### src/include/cpuax_params.svh
`ifndef CPUAX_PARAMS_SVH
`define CPUAX_PARAMS_SVH

// address shape: 4-bit bank over a 16-bit byte address
`define CPUAX_ADDR_W 20
`define CPUAX_BANK_W 4
`define CPUAX_OFS_W 16
`define CPUAX_NBANK 6
`define CPUAX_BANK_RST 4'h0

// operand sizes in bits
`define CPUAX_BYTE_W 8
`define CPUAX_WORD_W 16
`define CPUAX_LONG_W 32
`define CPUAX_FIX_W 36

// sign and radix positions of the fractional formats
`define CPUAX_F16_SIGN 15
`define CPUAX_F32_SIGN 31
`define CPUAX_FIX_SIGN 35
`define CPUAX_FIX_EXT_LO 31
`define CPUAX_F16_MIN 16'h8000
`define CPUAX_F32_MIN 32'h8000_0000
`define CPUAX_FIX_MIN 36'h8_0000_0000

// largest legal packed decimal digit
`define CPUAX_BCD_MAX 4'h9

`endif

### src/include/cpuax_pkg.sv
`include "cpuax_params.svh"

package cpuax_pkg;

	// access type, one per bank extension field
	typedef enum logic [2:0] {
		BK_EXT = 3'h0,
		BK_X = 3'h1,
		BK_Y = 3'h2,
		BK_Z = 3'h3,
		BK_PC = 3'h4,
		BK_SP = 3'h5
	} cpuax_kind_t;

	typedef enum logic [1:0] {
		SZ_BYTE = 2'h0,
		SZ_WORD = 2'h1,
		SZ_LONG = 2'h2
	} cpuax_size_t;

	// operation class, decides operand size legality and marks fetches
	typedef enum logic [2:0] {
		OP_PLAIN = 3'h0,
		OP_BITSC = 3'h1,
		OP_BITTST = 3'h2,
		OP_BCD = 3'h3,
		OP_MACOFF = 3'h4,
		OP_LONG = 3'h5,
		OP_FETCH = 3'h6
	} cpuax_op_t;

	typedef enum logic [2:0] {
		FM_INT8 = 3'h0,
		FM_INT16 = 3'h1,
		FM_FRAC16 = 3'h2,
		FM_FRAC32 = 3'h3,
		FM_FIX36 = 3'h4,
		FM_BCD = 3'h5,
		FM_NIB = 3'h6
	} cpuax_fmt_t;

	typedef enum logic [2:0] {
		ST_IDLE = 3'b001,
		ST_BUS = 3'b010,
		ST_SPARE = 3'b100
	} cpuax_state_t;

	typedef struct packed {
		cpuax_state_t st;
		logic [`CPUAX_ADDR_W-1:0] addr;
		logic [2:0] left;
		logic [`CPUAX_LONG_W-1:0] acc;
		logic [`CPUAX_LONG_W-1:0] wdat;
		logic wr;
		logic fetch;
		logic [`CPUAX_NBANK-1:0][`CPUAX_BANK_W-1:0] banks;
		logic [`CPUAX_ADDR_W-1:0] bus_addr;
		logic bus_byte;
		logic bus_rd;
		logic bus_wr;
		logic [`CPUAX_WORD_W-1:0] bus_wdata;
		logic req_ready;
		logic rsp_valid;
		logic rsp_err;
		logic [`CPUAX_LONG_W-1:0] rsp_rdata;
		logic chk_sign;
		logic chk_bad;
		logic chk_min;
	} cpuax_regs_t;

endpackage

### src/rtl/cpuax_fmt.sv
`include "cpuax_params.svh"

// decodes the sign, range and validity of one operand in a named format
module cpuax_fmt (
	input wire cpuax_pkg::cpuax_fmt_t fmt, // format of value
	input wire logic [`CPUAX_FIX_W-1:0] value, // operand, low aligned
	output logic sign, // operand is negative
	output logic bad, // digit out of range or extension bits in use
	output logic is_min // operand is the most negative fraction or fixed point code
);

	// pure decode, registered by the caller
	always_comb
	begin
		sign = 1'b0;
		bad = 1'b0;
		is_min = 1'b0;
		case (fmt)
			cpuax_pkg::FM_INT8:
			begin
				sign = value[`CPUAX_BYTE_W-1];
			end
			cpuax_pkg::FM_INT16:
			begin
				sign = value[`CPUAX_WORD_W-1];
			end
			cpuax_pkg::FM_FRAC16:
			begin
				// radix point sits between bits 15 and 14
				sign = value[`CPUAX_F16_SIGN];
				is_min = value[`CPUAX_WORD_W-1:0] == `CPUAX_F16_MIN;
			end
			cpuax_pkg::FM_FRAC32:
			begin
				sign = value[`CPUAX_F32_SIGN];
				is_min = value[`CPUAX_LONG_W-1:0] == `CPUAX_F32_MIN;
			end
			cpuax_pkg::FM_FIX36:
			begin
				// bad flags a magnitude outside -1..1 held in the extension bits
				sign = value[`CPUAX_FIX_SIGN];
				bad = value[`CPUAX_FIX_SIGN:`CPUAX_FIX_EXT_LO] != {5{value[`CPUAX_FIX_SIGN]}};
				is_min = value == `CPUAX_FIX_MIN;
			end
			cpuax_pkg::FM_BCD:
			begin
				// two packed digits, each 0 to 9
				bad = (value[7:4] > `CPUAX_BCD_MAX) || (value[3:0] > `CPUAX_BCD_MAX);
			end
			cpuax_pkg::FM_NIB:
			begin
				// two's complement nibbles: x offset high, y offset low
				sign = value[7] | value[3];
			end
			default:
			begin
				bad = 1'b1;
			end
		endcase
	end

endmodule

### src/rtl/cpuax_agu.sv
`include "cpuax_params.svh"

// How it works
// - all addresses formed and stepped are twenty bits wide
// - bank field drives address bits 19:16, register byte address bits 15:0
// - six four-bit bank fields held, one per access type
// - a byte is eight bits, a word sixteen bits
// - bit set/clear take byte or word; bit test takes only bytes
// - two's complement integers; packed signed nibbles only for multiply-accumulate offsets
// - 32-bit operands only for extended multiply/divide and long pair moves
// - packed decimal is two digits a byte; decimal operations take bytes only
// - 16-bit fraction: sign bit 15, range 8000 to 7fff
// - 32-bit fraction: sign bit 31, radix below it
// - 36-bit fixed point: sign bit 35, extension bits 34:31
// - memory is sixteen linear 64 KB banks reached by 20-bit address
// - a word is two consecutive bytes, normally at an even address
// - long operands are two consecutive words, accessed at first byte
// - instruction fetches always target word addresses
// - odd-address words and stack accesses are allowed, only slower
// - a misaligned word moves as two successive byte transfers
// - address bit 0 is driven low during every fetch
module cpuax_agu (
	input wire logic clk, // system clock
	input wire logic srst, // synchronous reset, active high
	input wire logic req_valid, // access request
	output logic req_ready, // block can take a request
	input wire cpuax_pkg::cpuax_kind_t req_kind, // access type, picks the bank field
	input wire cpuax_pkg::cpuax_op_t req_op, // operation class
	input wire cpuax_pkg::cpuax_size_t req_size, // operand size
	input wire logic req_write, // 1 = store
	input wire logic [`CPUAX_OFS_W-1:0] req_addr, // register byte address
	input wire logic [`CPUAX_LONG_W-1:0] req_wdata, // store data, low aligned
	output logic rsp_valid, // access finished, one cycle
	output logic rsp_err, // operand size or access type illegal for the operation
	output logic [`CPUAX_LONG_W-1:0] rsp_rdata, // load data, low aligned
	input wire logic bank_we, // write one bank field
	input wire cpuax_pkg::cpuax_kind_t bank_sel, // which field
	input wire logic [`CPUAX_BANK_W-1:0] bank_val, // new field value
	output logic [`CPUAX_NBANK*`CPUAX_BANK_W-1:0] bank_q, // all six fields
	output logic [`CPUAX_ADDR_W-1:0] bus_addr, // 20-bit bus address
	output logic bus_byte, // 1 = byte transfer, 0 = word
	output logic bus_rd, // read strobe
	output logic bus_wr, // write strobe
	output logic [`CPUAX_WORD_W-1:0] bus_wdata, // write data
	input wire logic [`CPUAX_WORD_W-1:0] bus_rdata, // read data
	input wire logic bus_ack, // transfer done
	input wire cpuax_pkg::cpuax_fmt_t chk_fmt, // format under check
	input wire logic [`CPUAX_FIX_W-1:0] chk_value, // value under check
	output logic chk_sign, // value negative
	output logic chk_bad, // value out of range
	output logic chk_min // value is most negative fraction or fixed point code
);

	localparam cpuax_pkg::cpuax_regs_t RST = '{
		st: cpuax_pkg::ST_IDLE,
		banks: {`CPUAX_NBANK{`CPUAX_BANK_RST}},
		req_ready: 1'b1,
		default: '0
	};

	cpuax_pkg::cpuax_regs_t q;
	cpuax_pkg::cpuax_regs_t d;
	logic launch;
	logic [`CPUAX_ADDR_W-1:0] base;
	logic [`CPUAX_BYTE_W-1:0] got;
	logic f_sign;
	logic f_bad;
	logic f_min;
	logic take;

	// operand size legality by operation class
	function automatic logic op_legal(input cpuax_pkg::cpuax_op_t op,
		input cpuax_pkg::cpuax_size_t sz, input cpuax_pkg::cpuax_kind_t kind);
		logic ok;
		ok = 1'b0;
		case (op)
			cpuax_pkg::OP_PLAIN: ok = sz != cpuax_pkg::SZ_LONG;
			cpuax_pkg::OP_BITSC: ok = sz != cpuax_pkg::SZ_LONG;
			cpuax_pkg::OP_BITTST: ok = sz == cpuax_pkg::SZ_BYTE;
			cpuax_pkg::OP_BCD: ok = sz == cpuax_pkg::SZ_BYTE;
			cpuax_pkg::OP_MACOFF: ok = sz == cpuax_pkg::SZ_BYTE;
			cpuax_pkg::OP_LONG: ok = sz == cpuax_pkg::SZ_LONG;
			cpuax_pkg::OP_FETCH: ok = sz == cpuax_pkg::SZ_WORD;
			default: ok = 1'b0;
		endcase
		// only fetches use the program bank, and kinds 6 and 7 do not exist
		if ((op == cpuax_pkg::OP_FETCH) != (kind == cpuax_pkg::BK_PC))
			ok = 1'b0;
		if (kind > cpuax_pkg::BK_SP)
			ok = 1'b0;
		return ok;
	endfunction

	// bytes moved per operand size
	function automatic logic [2:0] nbytes(input cpuax_pkg::cpuax_size_t sz);
		case (sz)
			cpuax_pkg::SZ_BYTE: return 3'h1;
			cpuax_pkg::SZ_WORD: return 3'h2;
			default: return 3'h4;
		endcase
	endfunction

	// store data moved to the top so bytes leave most significant first
	function automatic logic [`CPUAX_LONG_W-1:0] wd_align(input cpuax_pkg::cpuax_size_t sz,
		input logic [`CPUAX_LONG_W-1:0] w);
		case (sz)
			cpuax_pkg::SZ_BYTE: return {w[7:0], 24'h00_0000};
			cpuax_pkg::SZ_WORD: return {w[15:0], 16'h0000};
			default: return w;
		endcase
	endfunction

	cpuax_fmt u_fmt (
		.fmt(chk_fmt),
		.value(chk_value),
		.sign(f_sign),
		.bad(f_bad),
		.is_min(f_min)
	);

	assign take = req_valid && q.req_ready;

	// request, transfer sequencing and response
	always_comb
	begin
		d = q;
		launch = 1'b0;
		base = '0;
		got = '0;
		d.rsp_valid = 1'b0;
		d.chk_sign = f_sign;
		d.chk_bad = f_bad;
		d.chk_min = f_min;
		// a new bank value only affects accesses formed after it
		if (bank_we && bank_sel <= cpuax_pkg::BK_SP)
			d.banks[bank_sel] = bank_val;
		case (q.st)
			cpuax_pkg::ST_IDLE:
			begin
				if (req_valid)
				begin
					if (req_kind <= cpuax_pkg::BK_SP)
						base = {q.banks[req_kind], req_addr};
					if (req_kind == cpuax_pkg::BK_PC)
						base[0] = 1'b0;
					if (!op_legal(req_op, req_size, req_kind))
					begin
						// refused before any bus activity
						d.rsp_valid = 1'b1;
						d.rsp_err = 1'b1;
						d.rsp_rdata = '0;
					end
					else
					begin
						d.addr = base;
						d.left = nbytes(req_size);
						d.wdat = wd_align(req_size, req_wdata);
						d.acc = '0;
						d.wr = req_write && (req_op != cpuax_pkg::OP_FETCH);
						d.fetch = req_op == cpuax_pkg::OP_FETCH;
						d.st = cpuax_pkg::ST_BUS;
						d.req_ready = 1'b0;
						launch = 1'b1;
					end
				end
			end
			cpuax_pkg::ST_BUS:
			begin
				if (bus_ack)
				begin
					if (q.bus_byte)
					begin
						// even byte rides the upper lane
						got = q.bus_addr[0] ? bus_rdata[7:0] : bus_rdata[15:8];
						d.acc = {q.acc[23:0], got};
						d.wdat = {q.wdat[23:0], 8'h00};
						d.addr = q.addr + 20'h0_0001;
						d.left = q.left - 3'h1;
					end
					else
					begin
						d.acc = {q.acc[15:0], bus_rdata};
						d.wdat = {q.wdat[15:0], 16'h0000};
						// linear carry into the bank bits, bank field untouched
						d.addr = q.addr + 20'h0_0002;
						d.left = q.left - 3'h2;
					end
					if (d.left == 3'h0)
					begin
						d.bus_rd = 1'b0;
						d.bus_wr = 1'b0;
						d.rsp_valid = 1'b1;
						d.rsp_err = 1'b0;
						d.rsp_rdata = d.acc;
						d.st = cpuax_pkg::ST_IDLE;
						d.req_ready = 1'b1;
					end
					else
						launch = 1'b1;
				end
			end
			default:
			begin
				d = RST;
			end
		endcase
		// odd address or a last lone byte forces a byte transfer
		if (launch)
		begin
			d.bus_addr = d.addr;
			d.bus_byte = d.addr[0] || (d.left == 3'h1);
			d.bus_rd = !d.wr;
			d.bus_wr = d.wr;
			if (d.bus_byte)
				d.bus_wdata = {2{d.wdat[31:24]}};
			else
				d.bus_wdata = d.wdat[31:16];
		end
	end

	// whole state in one register
	always_ff @(posedge clk)
	begin
		if (srst)
			q <= RST;
		else
			q <= d;
	end

	assign req_ready = q.req_ready;
	assign rsp_valid = q.rsp_valid;
	assign rsp_err = q.rsp_err;
	assign rsp_rdata = q.rsp_rdata;
	assign bank_q = q.banks;
	assign bus_addr = q.bus_addr;
	assign bus_byte = q.bus_byte;
	assign bus_rd = q.bus_rd;
	assign bus_wr = q.bus_wr;
	assign bus_wdata = q.bus_wdata;
	assign chk_sign = q.chk_sign;
	assign chk_bad = q.chk_bad;
	assign chk_min = q.chk_min;
endmodule

### config.mk
export PLATFORM = sky130hd
export DESIGN_NAME = cpuax_agu
export DESIGN_NICKNAME = d
export VERILOG_FILES = /design/src/include/cpuax_pkg.sv /design/src/rtl/cpuax_fmt.sv /design/src/rtl/cpuax_agu.sv
export VERILOG_INCLUDE_DIRS = /design/src /design/src/include
export SDC_FILE = /design/constraint.sdc
export NUM_CORES = 1
export LEC_CHECK = 0
export BUFFER_PORTS_ARGS = -buffer_cell sky130_fd_sc_hd__buf_2
export CAP_MARGIN = 20
export CORE_UTILIZATION = 39
export CTS_CLUSTER_DIAMETER = 60
export DETAILED_ROUTE_END_ITERATION = 8
export SKIP_LAST_GASP = 1
export SLEW_MARGIN = 25
export SYNTH_ARGS = -nofsm -noshare
export SYNTH_HDL_FRONTEND = slang
export SYNTH_HIERARCHICAL = 1
export SYNTH_SLANG_ARGS = --single-unit
### constraint.sdc
create_clock -name clk -period 2.45 [get_ports clk]
set_clock_uncertainty 0.15 [all_clocks]
set_input_delay 0.1225 -clock clk [delete_from_list [all_inputs] [get_ports clk]]
set_output_delay 0.1225 -clock clk [all_outputs]
set_load 0.05 [all_outputs]
==> Word-level counts from Yosys, hierarchy flattened <==
Index checks and enable logic that the tools add are counted.
{ "classes": {"div_mod_pow": 0, "shifts": 0, "reduce_logical": 20, "muxes": 45, "magnitude_cmp": 8, "n_eq_ne": 34, "add_sub_neg": 4, "n_mul": 0, "bitwise": 2} }
{ "op_table": {"columns": ["cell", "count"], "rows": [
  ["two-way mux 87 bit", 3],
  ["two-way mux 92 bit", 2],
  ["case mux 90 bit (2 select lines)", 1],
  ["two-way mux 35 bit", 3],
  ["two-way mux 90 bit", 1],
  ["case mux 35 bit (2 select lines)", 1],
  ["case mux 32 bit (2 select lines)", 1],
  ["two-way mux 39 bit", 1],
  ["== test 36 bit, second input constant", 1],
  ["two-way mux 34 bit", 1],
  ["== test 32 bit, second input constant", 1],
  ["bitwise mux 24 bit", 1],
  ["== test 3 bit, second input constant", 7],
  ["two-way mux 21 bit", 1],
  ["adder 20 x 1 -> 20 bit, second input constant", 1],
  ["adder 20 x 2 -> 20 bit, second input constant", 1],
  ["two-way mux 20 bit", 1],
  ["== test 16 bit, second input constant", 1],
  ["two-way mux 16 bit", 1],
  ["two-way mux 8 bit", 2],
  ["== test 3 x 2 -> 1 bit, second input constant", 5],
  ["inequality test 2 bit, second input constant", 7],
  ["binary-select mux 4 bit (select 3 bit)", 1],
  ["demux 4 bit (select 3 bit)", 1],
  ["other kinds (36)", 67]
]} }
{ "totals": {"ff_bits": 184, "ram_bits": 0, "mem_count": 0, "elab_cells": 138, "output_inout_bits": 101, "rom_bits": 0, "latch_bits": 0} }

==> Logic depth before layout (Yosys ltp) <==
Gate-level depths: netlist of the first run.
{ "depth": {"word_depth": 14, "ltp_mapped": 11, "depth_no_buf": 10} }

==> By module <==
The synthesis of the first run kept the hierarchy.
{ "modules_own_cells": {"columns": ["mod", "n_inst", "seq_area_each_um2", "area_per_inst_um2", "cells_each"], "rows": [
  ["cpuax_agu", 1, 3663.5, 9100.0, 1065],
  ["cpuax_fmt", 1, 0.0, 225.2, 35]
]} }

==> Least setup slack after synthesis of the first run <==
No wires, ideal clock.
{ "synth_timing": {"path_type": "reg2reg", "startpoint": "register q (netlist bit bus_byte)", "endpoint": "register q (netlist bit bus_wdata[5])", "setup_ns": 0.117, "n_path_buf": 3, "stages_incl_launch_ff": 9, "period_less_slack_ns": 2.736, "required_time_ns": 2.183, "setup_slack_ns": -0.286, "arrival_ns": 2.469, "path_cell_list": "dfxtp_1 buf_2 buf_2 buf_1 mux2i_1 nor2_1 a221oi_1 nand2_1 a32o_1"} }
{ "synth_between": {"elab_chain_cells": 9} }
{ "synth_lines": {"columns": ["element", "line_no", "source"], "rows": [
  ["start, declared", "cpuax_agu.sv:61", "cpuax_pkg::cpuax_regs_t q;"],
  ["start signal, assigned", "cpuax_agu.sv:225", "q <= RST;"],
  ["start signal, assigned", "cpuax_agu.sv:227", "q <= d;"],
  ["two-way mux 87 bit *", "cpuax_agu.sv:171", "if (q.bus_byte)"],
  ["two-way mux 87 bit *", "cpuax_agu.sv:169", "if (bus_ack)"],
  ["two-way mux 87 bit *", "cpuax_agu.sv:137", "case (q.st)"],
  ["two-way mux 90 bit", "cpuax_agu.sv:169", null],
  ["case mux 90 bit (2 select lines)", "cpuax_agu.sv:137", null],
  ["== test 3 x 1 -> 1 bit", "cpuax_agu.sv:211", "d.bus_byte = d.addr[0] || (d.left == 3'h1);"],
  ["logical OR 1 bit", "cpuax_agu.sv:211", null],
  ["two-way mux 8 bit", "cpuax_agu.sv:214", "if (d.bus_byte)"],
  ["two-way mux 39 bit", "cpuax_agu.sv:208", "if (launch)"]
]} }
Mark *: on every way between the ends. The rest lies on a longest branch, timed or not. The select of a mux whose other input is x is not followed.
A chain may end at the register's enable or synchronous reset.

==> Worst setup path in the final report of the first run <==
{ "layout_timing": {"startpoint": "register q[190] in the netlist's numbering", "endpoint": "register q (netlist bit bus_wdata[1])"} }
{ "layout_between": {"elab_chain_cells": 6} }
{ "layout_lines": {"columns": ["element", "line_no"], "rows": [
  ["== test 3 x 2 -> 1 bit or == test 3 x 1 -> 1 bit (tied branches)", "cpuax_agu.sv:137"],
  ["case mux 90 bit (2 select lines)", "cpuax_agu.sv:137"],
  ["== test 3 x 1 -> 1 bit", "cpuax_agu.sv:211"],
  ["logical OR 1 bit", "cpuax_agu.sv:211"],
  ["two-way mux 8 bit", "cpuax_agu.sv:214"],
  ["two-way mux 39 bit", "cpuax_agu.sv:208"]
]} }
Several ways; a longest one is shown, not always the timed one.

==> impl_metrics.toml, run 1 <==
[drt]
top_layer = "met4"
met3RoutedLength_um = 1440
wl_met1_um = 12800
drcViolationCount = 0
met2_length_um = 12900
post_drt_wl_per_cell_um = 16.7
vias = 8565
drtIter0Drc = 487
vias_per_cell = 5.21
first_pass_iters = 5
detail_route.wirelength_um = 27400
antenna_left = 0

[cts]
clk_root_buffer_cell = "sky130_fd_sc_hd__clkbuf_16"
clkTransAtPathRegs_ps = 90
cts-buffers-inserted = 17
cts_htree_levels = 4
clockBufferDepth = 2
clock_tree_from_tritoncts = "yes"
clkSinkCount = 183
clk-insertion-delay-late_ps = 450

[sta]
max_freq_ghz = 0.401
timing.final.ws_setup_ps = -44.1
min_period_over_period_pct = 102
timing.final.crit_period_ps = 2490
setup_viol = 2
fin_tns_setup_ps = -72.6
tightest_slew_ps = 774
unrepaired_setup_endpoints_after_global_routing = "true"
timing_hold_violations_final = 0
final_max_tran_viols = 0
slew_headroom_pct = 48.0

[logic_synthesis]
postSynth.topFlopCell = "sky130_fd_sc_hd__dfxtp_1"
synth_edf_count = 0
synthArstFlopShare_pct = 0
synthesis.area_per_instance_um2 = 8.48
ys_ff_latch = 183
yosys_warnings = 6
synth.cell_area_um2 = 9330
synth.lib_cells_used.distinct = 63
synthesis.instances = 1100
mapped_nets = 1231
yosysSeqAreaShare_pct = 39.3

[critical_path]
worstSetupEndpointType = "flip-flop"
criticalPathCategory = "flip-flop to flip-flop"
critical_path.startpoint = "q[190]$_SDFFE_PP1P_"
critical_path.reg2reg.endpoint = "bus_wdata[1]$_SDFFE_PP0P_"
worstPathMaxFanout = 18
startpoint_type = "flip-flop"
crit_required_ps = 2640
data_arrival_time_of_the_critical_path_ps = 2680
worst_r2r_path_depth = 8
rrSetupSlack_ps = -40
worstSetupEndpoint = "bus_wdata[1]$_SDFFE_PP0P_"
worstReg2RegStart = "q[190]$_SDFFE_PP1P_"

[cells_and_area]
multi_input_area_um2 = 4710
sequential_cell_area_um2 = 3670
mostFrequentLayoutCells = "sky130_fd_sc_hd__buf_2 (224), sky130_fd_sc_hd__dfxtp_1 (180), sky130_fd_sc_hd__nor2_1 (178)"
final_layout_fill_cell_count = 2272
num-nets-final = 1443
synthToLayoutAreaGrowth_pct = 27.0
antennaDiodeCount = 0
layout.cells.most_common = "sky130_fd_sc_hd__buf_2"
final_layout_size_suffix_gt1_share_pct = 27.1

[pwr]
ir_drop_v = 0.000435
power_density_nw_per_um2 = 645
cellLeakagePower_nw = 4.78

[run_status]
failed_checks = "negative setup slack"
outcome = "finished with violations"

[floorplan]
row_count = 56
die_w_um = 157
design.core.area_um2 = 23500
floorplan.io_pins = 225
initial_core_util_pct = 39.7
die_height_um = 157
floorplan.die_area_um2 = 24500

[global_routing]
grt_pass1_wl_um = 41600
antenna_violations_before_repair = 0
grt_use_total_pct = 21.8
gr-total-overflow = 0
number_of_global_route_vias_before_repair = 8016
grt_max_degree = 71

[placed_design]
setup_slack_placement_ps = -44.9
gp_routability_congestion = 0.843
port_buffers = 224
dp.final_hpwl_um = 19100

[run]
max-cap-violations = 0

[hold_path]
worst_hold_path_type = "primary input to flip-flop"
## state kept, by name, summed over array words and instances, names as in the netlist, 16 cells and up
name and flops:
bank_q 24, q 82, bus_addr 20, bus_wdata 16
rsp_rdata 32
## worst max-delay path, cell delays in order (launching register included)
cell and delay (ps):
sky130_fd_sc_hd__dfxtp_2 370, sky130_fd_sc_hd__inv_1 70, sky130_fd_sc_hd__ha_1 200, sky130_fd_sc_hd__inv_1 130, sky130_fd_sc_hd__o21ai_0 130, sky130_fd_sc_hd__o32a_4 450, sky130_fd_sc_hd__a221oi_1 510, sky130_fd_sc_hd__nand2_1 110
sky130_fd_sc_hd__a32o_1 270
## per-layer routing
metal	GRT usage [%]	vias up
met5	0	-
met4	5.00	0
met3	4.49	21
met2	36.3	269
met1	28.8	4034
li1	-	4241
## how the worst min path moves through the flow
| stage | end | slack, ps | start | cells after the start |
|---|---|---|---|---|
| after floorplan | bank_q[12]$_SDFFE_PP0P_ | 120 | bank_val[0] | 2 |
| after global placement | q[182]$_SDFF_PP0_ | 230 | req_addr[12] | 3 |
| after detailed placement | q[182]$_SDFF_PP0_ | 220 | req_addr[12] | 3 |
| after CTS | bank_q[16]$_SDFFE_PP0P_ | 9 | bank_sel[1] | 4 |
| after global routing | bank_q[16]$_SDFFE_PP0P_ | 40 | bank_sel[1] | 4 |
| final | bank_q[16]$_SDFFE_PP0P_ | 20 | bank_sel[1] | 4 |
## cell families after synthesis
family | share of synthesized area (%)
xor gates and xnor gates | 2.07
DFF | 39.3
AOI/OAI and AO/OA | 18.5
buffers and inverters | 11.2
muxes | 10.0
adders and majority gates | 0.939
and+or+nand+nor | 18.0
## stage by stage
step	hold slack (ps)	cell area [um2]	utilization [%]	total power, mW	instances
floorplan	116	9330	-	4.20	1100
global placement	233	10500	44.5	4.69	1544
detailed placement	223	10500	44.5	4.70	1544
CTS	8.68	11800	50.1	7.67	1643
global route	35.5	11800	50.5	7.96	1644
finish	24.5	11800	50.5	7.64	1644
## Yosys cell counts (all sizes together), types with 10 or more instances
cell type    n  area [um2]
a22oi       45         338
clkbuf      61         229
inv         14        52.6
nand2       99         372
nor2       179         674
a221oi      21         190
dfxtp      183        3660
o21ai       35         186
xnor2       20         175
nor3        17        90.1
buf        107         766
nand3       11        55.1
a21oi       59         295
mux2i       80         801
nor4        10        68.8
a211oi      23         173
## where the power goes
part           total (mW)  leakage, nW  switching, mW  internal [mW]
clock                2.90        0.306           1.47           1.42
sequential           3.14         1.48         0.0670           3.07
combinational        1.61         3.00           1.05          0.558
total                7.64         4.78           2.59           5.05
## cell type report
type	count	share of cell area, %
Clock buffer	17	3.59
Clock inverter	15	1.81
Inverter	14	0.444
Multi-Input combinational cell	735	39.7
Sequential cell	183	31.0
Tap cell	319	3.37
Timing Repair Buffer	361	20.1
## repair_timing
item	CTS	global route
setup buffers	0	1
gates resized for setup	1	13
hold endpoints to repair	105	0
pin swaps	2	2
hold buffers	67	0
endpoints found under the setup margin	8	60
(Power assumes the default switching activity.)
==> run 2: changes to the inputs <==
==> constraint.sdc (replaced) <==
create_clock -name clk -period 2.4 [get_ports clk]
set_clock_uncertainty 0.15 [all_clocks]
set_input_delay 0.12 -clock clk [delete_from_list [all_inputs] [get_ports clk]]
set_output_delay 0.12 -clock clk [all_outputs]
set_load 0.05 [all_outputs]
==> run 2 against run 1 <==
  * Wire length is 0.75% higher
  * Combinational power grew 8%
  * Count of clock-buffer cells in the layout stayed put
  * Critical path type unchanged
  * Largest cell class unchanged
  * Highest routed layer unchanged
  * Clock power about the same
  * Sequential cell count unchanged
  * Critical endpoint is now bus_wdata[3]$_SDFFE_PP0P_
  * Design area increased by 2.1%
  * The run still ends with negative setup slack left
==> impl_metrics.toml, run 2 (synthesis gave the netlist of run 1 again) <==
[cts]
clock_tree_from_tritoncts = "yes"
clk_root_buffer_cell = "sky130_fd_sc_hd__clkbuf_16"
clockBufferDepth = 2
clkSinkCount = 183
clkTransAtPathRegs_ps = 70
cts_htree_levels = 4
cts-buffers-inserted = 17
clk-insertion-delay-late_ps = 440

[pwr]
total_power_mw = 7.84
internal_power_mw = 5.27
switchingPower_mw = 2.57
ir_drop_v = 0.000376
pwr-share-clk_pct = 36.9
power.share.combinational_pct = 22.2
cellLeakagePower_nw = 4.85
seq_power_share_pct = 40.9
power_density_nw_per_um2 = 648
netSwitchingFraction_pct = 32.8

[global_routing]
grt_pass1_wl_um = 42900
antenna_violations_before_repair = 0
grt_max_degree = 58
gr-total-overflow = 0
number_of_global_route_vias_before_repair = 8291
grt_use_total_pct = 22.3

[cells_and_area]
num-nets-final = 1455
largest_register_ff_count = 82
synthToLayoutAreaGrowth_pct = 29.6
finalCoreUtilization_pct = 51.5
registers.top_by_ff_count = "q"
antennaDiodeCount = 0
mostFrequentLayoutCells = "sky130_fd_sc_hd__buf_2 (224), sky130_fd_sc_hd__dfxtp_1 (180), sky130_fd_sc_hd__nor2_1 (165)"
layout.cells.most_common = "sky130_fd_sc_hd__buf_2"
final_layout_size_suffix_gt1_share_pct = 30.2

[critical_path]
crit_required_ps = 2620
crit_chain = "inv_2 -> ha_4 -> nand2_2 -> or3_1 -> o32a_1 -> a221o_1 -> o21ai_4 -> mux2i_1 -> o221a_1"
path_buf_inv = 1
worstPathMaxFanout = 8
worstSetupEndpointType = "flip-flop"
cpLargestDelayFamily = "compound AO/OA/AOI/OAI gates"
slowest_stage = "sky130_fd_sc_hd__a221o_1"
startpoint_type = "flip-flop"
worst_path_largest_cell_delay_ps = 370
criticalPathCategory = "flip-flop to flip-flop"
data_arrival_time_of_the_critical_path_ps = 2670

[drt]
vias = 8705
drcViolationCount = 0
vias_per_cell = 5.26
drtIter0Drc = 483
first_pass_iters = 5
post_drt_wl_per_cell_um = 16.7
antenna_left = 0
detail_route.wirelength_um = 27600

[floorplan]
floorplan.io_pins = 225
die_height_um = 157
row_count = 56
initial_core_util_pct = 39.7
floorplan.die_area_um2 = 24500
design.core.area_um2 = 23500
die_w_um = 157

[sta]
timing.final.crit_period_ps = 2440
unrepaired_setup_endpoints_after_global_routing = "true"
setup_viol = 8
tightest_slew_ps = 628
timing.final.ws_setup_ps = -43.7
slew_headroom_pct = 57.9
max_freq_ghz = 0.409
whs_ps = 61.7
min_period_over_period_pct = 102
final_max_tran_viols = 0
timing_hold_violations_final = 0

[run_status]
outcome = "finished with violations"
failed_checks = "negative setup slack"

[placed_design]
gp_routability_congestion = 0.878
setup_slack_placement_ps = -130
dp.final_hpwl_um = 19300
port_buffers = 224

[run]
max-cap-violations = 0

[hold_path]
worst_hold_path_type = "primary input to flip-flop"
[run 2: final timing paths]
kind / start / end / slack, ps / depth (start not counted)
max: q[191]$_SDFFE_PP0P_ / bus_wdata[3]$_SDFFE_PP0P_ / -40 / 9
max reg2reg: q[191]$_SDFFE_PP0P_ / bus_wdata[3]$_SDFFE_PP0P_ / -40 / 9
min reg2reg: q[154]$_SDFFE_PP0P_ / q[154]$_SDFFE_PP0P_ / 300 / 2
min: req_write / q[102]$_SDFF_PP0_ / 60 / 5
[run 2: final cells by class]
class | instances | area, um2
timing repair buffer | 372 | 2510
clock inverter | 15 | 188
multi-input combinational | 736 | 4850
sequential | 183 | 3670
inverter | 14 | 52.6
fill | 2237 | 11400
clock buffer | 17 | 425
tap | 319 | 399
[run 2: what timing repair did]
action | CTS | global route
gates cloned | 0 | 1
setup endpoints to repair | 9 | 70
hold endpoints to repair | 97 | 0
gates resized for setup | 9 | 42
hold buffers | 67 | 0
buffers inserted | 1 | 0
pin swaps | 2 | 3
[run 2: per-layer routing]
metal  vias up  routed length [um]  GRT usage [%]
met5         -                   0              0
met4         0                 634           8.26
met3        45                1500           3.99
met2       285               13000           37.3
met1      4103               12500           28.6
li1       4272                   -              -
[run 2: metrics by stage]
stage	cells	instance area (um2)	setup TNS, ps
floorplan	1100	9330	0
global placement	1555	10600	-676
global route	1656	12100	-1150
detailed placement	1555	10600	-1020
CTS	1655	11900	-270
finish	1656	12100	-197
[run 2: power groups by stage]
| stage | registers, mW | clock network (mW) | logic (mW) |
|---|---|---|---|
| 2_1_floorplan | 3.30 | 0 | 0.985 |
| 3_3_place_gp | 3.27 | 0 | 1.59 |
| 3_5_place_dp | 3.27 | 0 | 1.59 |
| 4_1_cts | 3.20 | 2.96 | 1.69 |
| 5_1_grt | 3.21 | 3.07 | 1.87 |
| 6_report | 3.20 | 2.89 | 1.74 |
[run 2: worst min-delay path, cell delays in order]
cell and delay [ps]:
sky130_fd_sc_hd__buf_2 100, sky130_fd_sc_hd__o21ai_0 100, sky130_fd_sc_hd__o21a_1 140, sky130_fd_sc_hd__buf_4 110
sky130_fd_sc_hd__nor2_1 30
==> run 3: changes to the inputs <==
--- a/config.mk
+++ b/config.mk
@@ -8,9 +8,11 @@
 export LEC_CHECK = 0
 export BUFFER_PORTS_ARGS = -buffer_cell sky130_fd_sc_hd__buf_2
 export CAP_MARGIN = 20
-export CORE_UTILIZATION = 39
+export CORE_ASPECT_RATIO = 1.4
+export CORE_UTILIZATION = 45
 export CTS_CLUSTER_DIAMETER = 60
 export DETAILED_ROUTE_END_ITERATION = 8
+export PLACE_DENSITY = 0.69
 export SKIP_LAST_GASP = 1
 export SLEW_MARGIN = 25
 export SYNTH_ARGS = -nofsm -noshare
==> run 3 against run 2 <==
  * The run still ends with negative setup slack left
  * Wire length decreased by 1.0%
  * Die area decreased by 13%
  * Design area fell by 2.1%
  * Critical path depth stayed put
  * Count of clock-buffer cells in the layout rose by 1
  * Cell count is 3.8% lower
  * Critical path type unchanged
==> impl_metrics.toml, run 3 (synthesis gave the netlist of run 1 again) <==
[run_status]
outcome = "finished with violations"
failed_checks = "negative setup slack"

[drt]
first_pass_iters = 8
drcViolationCount = 0
vias_per_cell = 5.44
antenna_left = 0
vias = 8668
drtIter0Drc = 611
detail_route.wirelength_um = 27300
post_drt_wl_per_cell_um = 17.2

[floorplan]
row_count = 61
floorplan.die_area_um2 = 21300
die_w_um = 124
design.core.area_um2 = 20100
initial_core_util_pct = 46.5
floorplan.io_pins = 225
die_height_um = 172

[cells_and_area]
num-nets-final = 1456
largest_register_ff_count = 82
mostFrequentLayoutCells = "sky130_fd_sc_hd__buf_2 (224), sky130_fd_sc_hd__dfxtp_1 (180), sky130_fd_sc_hd__nor2_1 (178)"
layout.cells.most_common = "sky130_fd_sc_hd__buf_2"
final_layout_fill_cell_count = 1817
finalCoreUtilization_pct = 58.9
finish.instance_area_um2 = 11800
registers.top_by_ff_count = "q"
synthToLayoutAreaGrowth_pct = 26.8
final_layout_size_suffix_gt1_share_pct = 28.0
sequential_cell_area_um2 = 3670
multi_input_area_um2 = 4700

[sta]
timing.final.ws_setup_ps = -74.8
final_max_tran_viols = 0
unrepaired_setup_endpoints_after_global_routing = "true"
slew_headroom_pct = 56.8
setup_viol = 8
timing_hold_violations_final = 0
tightest_slew_ps = 649
max_freq_ghz = 0.404
min_period_over_period_pct = 103
timing.final.crit_period_ps = 2470

[global_routing]
grt_pass1_wl_um = 42400
grt_use_total_pct = 25.8
gr-total-overflow = 0
grt_max_degree = 63
number_of_global_route_vias_before_repair = 8331
antenna_violations_before_repair = 3

[pwr]
total_power_mw = 7.73
cellLeakagePower_nw = 4.84
power_density_nw_per_um2 = 654
ir_drop_v = 0.000507

[critical_path]
startpoint_type = "flip-flop"
worst_r2r_path_depth = 9
worstSetupEndpointType = "flip-flop"
data_arrival_time_of_the_critical_path_ps = 2650
cpLargestDelayFamily = "compound AO/OA/AOI/OAI gates"
worstReg2RegStart = "q[191]$_SDFFE_PP0P_"
critical_path.reg2reg.endpoint = "bus_wdata[5]$_SDFFE_PP0P_"
criticalPathCategory = "flip-flop to flip-flop"
worst_path_largest_cell_delay_ps = 430
crit_chain = "buf_4 -> ha_1 -> inv_1 -> o21ai_0 -> o32a_4 -> buf_4 -> a221oi_1 -> nand2_1 -> a32o_1"
worstPathMaxFanout = 17
crit_required_ps = 2580
path_buf_inv = 3
slowest_stage = "sky130_fd_sc_hd__o32a_4"
rrSetupSlack_ps = -70
worst_path_most_repeated_cell = "sky130_fd_sc_hd__buf_4"

[run]
max-cap-violations = 0

[cts]
clk_root_buffer_cell = "sky130_fd_sc_hd__clkbuf_16"
cts-buffers-inserted = 17
cts_htree_levels = 4
clock_tree_from_tritoncts = "yes"
clkSinkCount = 183
clockBufferDepth = 2
clkTransAtPathRegs_ps = 70
clk-insertion-delay-late_ps = 440

[placed_design]
port_buffers = 224
setup_slack_placement_ps = -115
dp.final_hpwl_um = 19100
gp_routability_congestion = 0.889
placedInstanceArea_um2 = 10500

[hold_path]
hold_path_depth = 6
min_to = "q[127]$_SDFF_PP0_"
worst_hold_path_type = "primary input to flip-flop"
hp-start = "req_wdata[24]"
run 3: cell types whose count changed in the layout (fill, tap and decap cells not counted), moves of 3 or more:
cell                       delta
sky130_fd_sc_hd__a221oi_2    -10
sky130_fd_sc_hd__nor2_2      -13
sky130_fd_sc_hd__a21oi_1      +8
sky130_fd_sc_hd__a221oi_1    +10
sky130_fd_sc_hd__diode_2      +3
sky130_fd_sc_hd__nor2_1      +13
sky130_fd_sc_hd__inv_6        +3
sky130_fd_sc_hd__a21oi_2      -8
sky130_fd_sc_hd__buf_4        +7
run 3: final cells by class:
type / count / share of cell area (%)
clock inverter: 14 / 1.31
timing repair buffer: 374 / 21.0
sequential: 183 / 31.0
antenna: 3 / 0.0635
multi-input combinational: 735 / 39.8
clock buffer: 18 / 3.71
inverter: 14 / 0.444
tap: 252 / 2.67
run 3: per-layer routing:
metal  track usage [%]  share of wire (%)  vias up
met5                 0              0.048        -
met4              11.4                2.9        2
met3              5.31                5.4       62
met2              44.8                 50      298
met1              30.2                 41     4035
li1                  -                  -     4271
run 3: worst register-to-register path, delay by kind of cell (launching register included):
family | cells | cell delay (ps)
AOI/OAI and AO/OA | 4 | 1210
adders and majority gates | 1 | 180
buffers and inverters | 3 | 400
DFF | 1 | 330
and+or+nand+nor | 1 | 110
run 3: through the flow:
step	hold slack, ps	setup TNS (ps)	std cells
floorplan	114	0	1100
global placement	230	-300	1488
detailed placement	229	-858	1488
CTS	34.7	-166	1586
global route	88.4	-1420	1590
finish	62.3	-367	1593
run 3: worst max-delay path by stage:
| stage | start | to | slack (ps) | cells after the start |
|---|---|---|---|---|
| after CTS | q[191]$_SDFFE_PP0P_ | bus_wdata[7]$_SDFFE_PP0P_ | -40 | 9 |
| after detailed placement | req_op[2] | bus_wdata[7]$_SDFFE_PP0P_ | -120 | 9 |
| final | q[191]$_SDFFE_PP0P_ | bus_wdata[5]$_SDFFE_PP0P_ | -70 | 9 |
| after global placement | req_op[0] | bus_wdata[0]$_SDFFE_PP0P_ | -50 | 9 |
| after global routing | q[191]$_SDFFE_PP0P_ | bus_wdata[7]$_SDFFE_PP0P_ | -170 | 9 |
| after floorplan | q[191]$_SDFFE_PP0P_ | bus_wdata[4]$_SDFFE_PP0P_ | 30 | 9 |
run 3: power by group:
part | internal [mW] | total (mW) | leakage, nW | switching, mW
clock network | 1.51 | 2.85 | 0.292 | 1.34
registers | 3.13 | 3.20 | 1.48 | 0.0642
logic | 0.617 | 1.69 | 3.07 | 1.07
run 3: what timing repair did:
item                                    in CTS  in global routing
buffers inserted                             1                  4
pin swaps                                    5                  5
hold endpoints to repair                   108                  0
hold buffers                                65                  0
resized for setup                            7                  8
endpoints found under the setup margin      32                 82
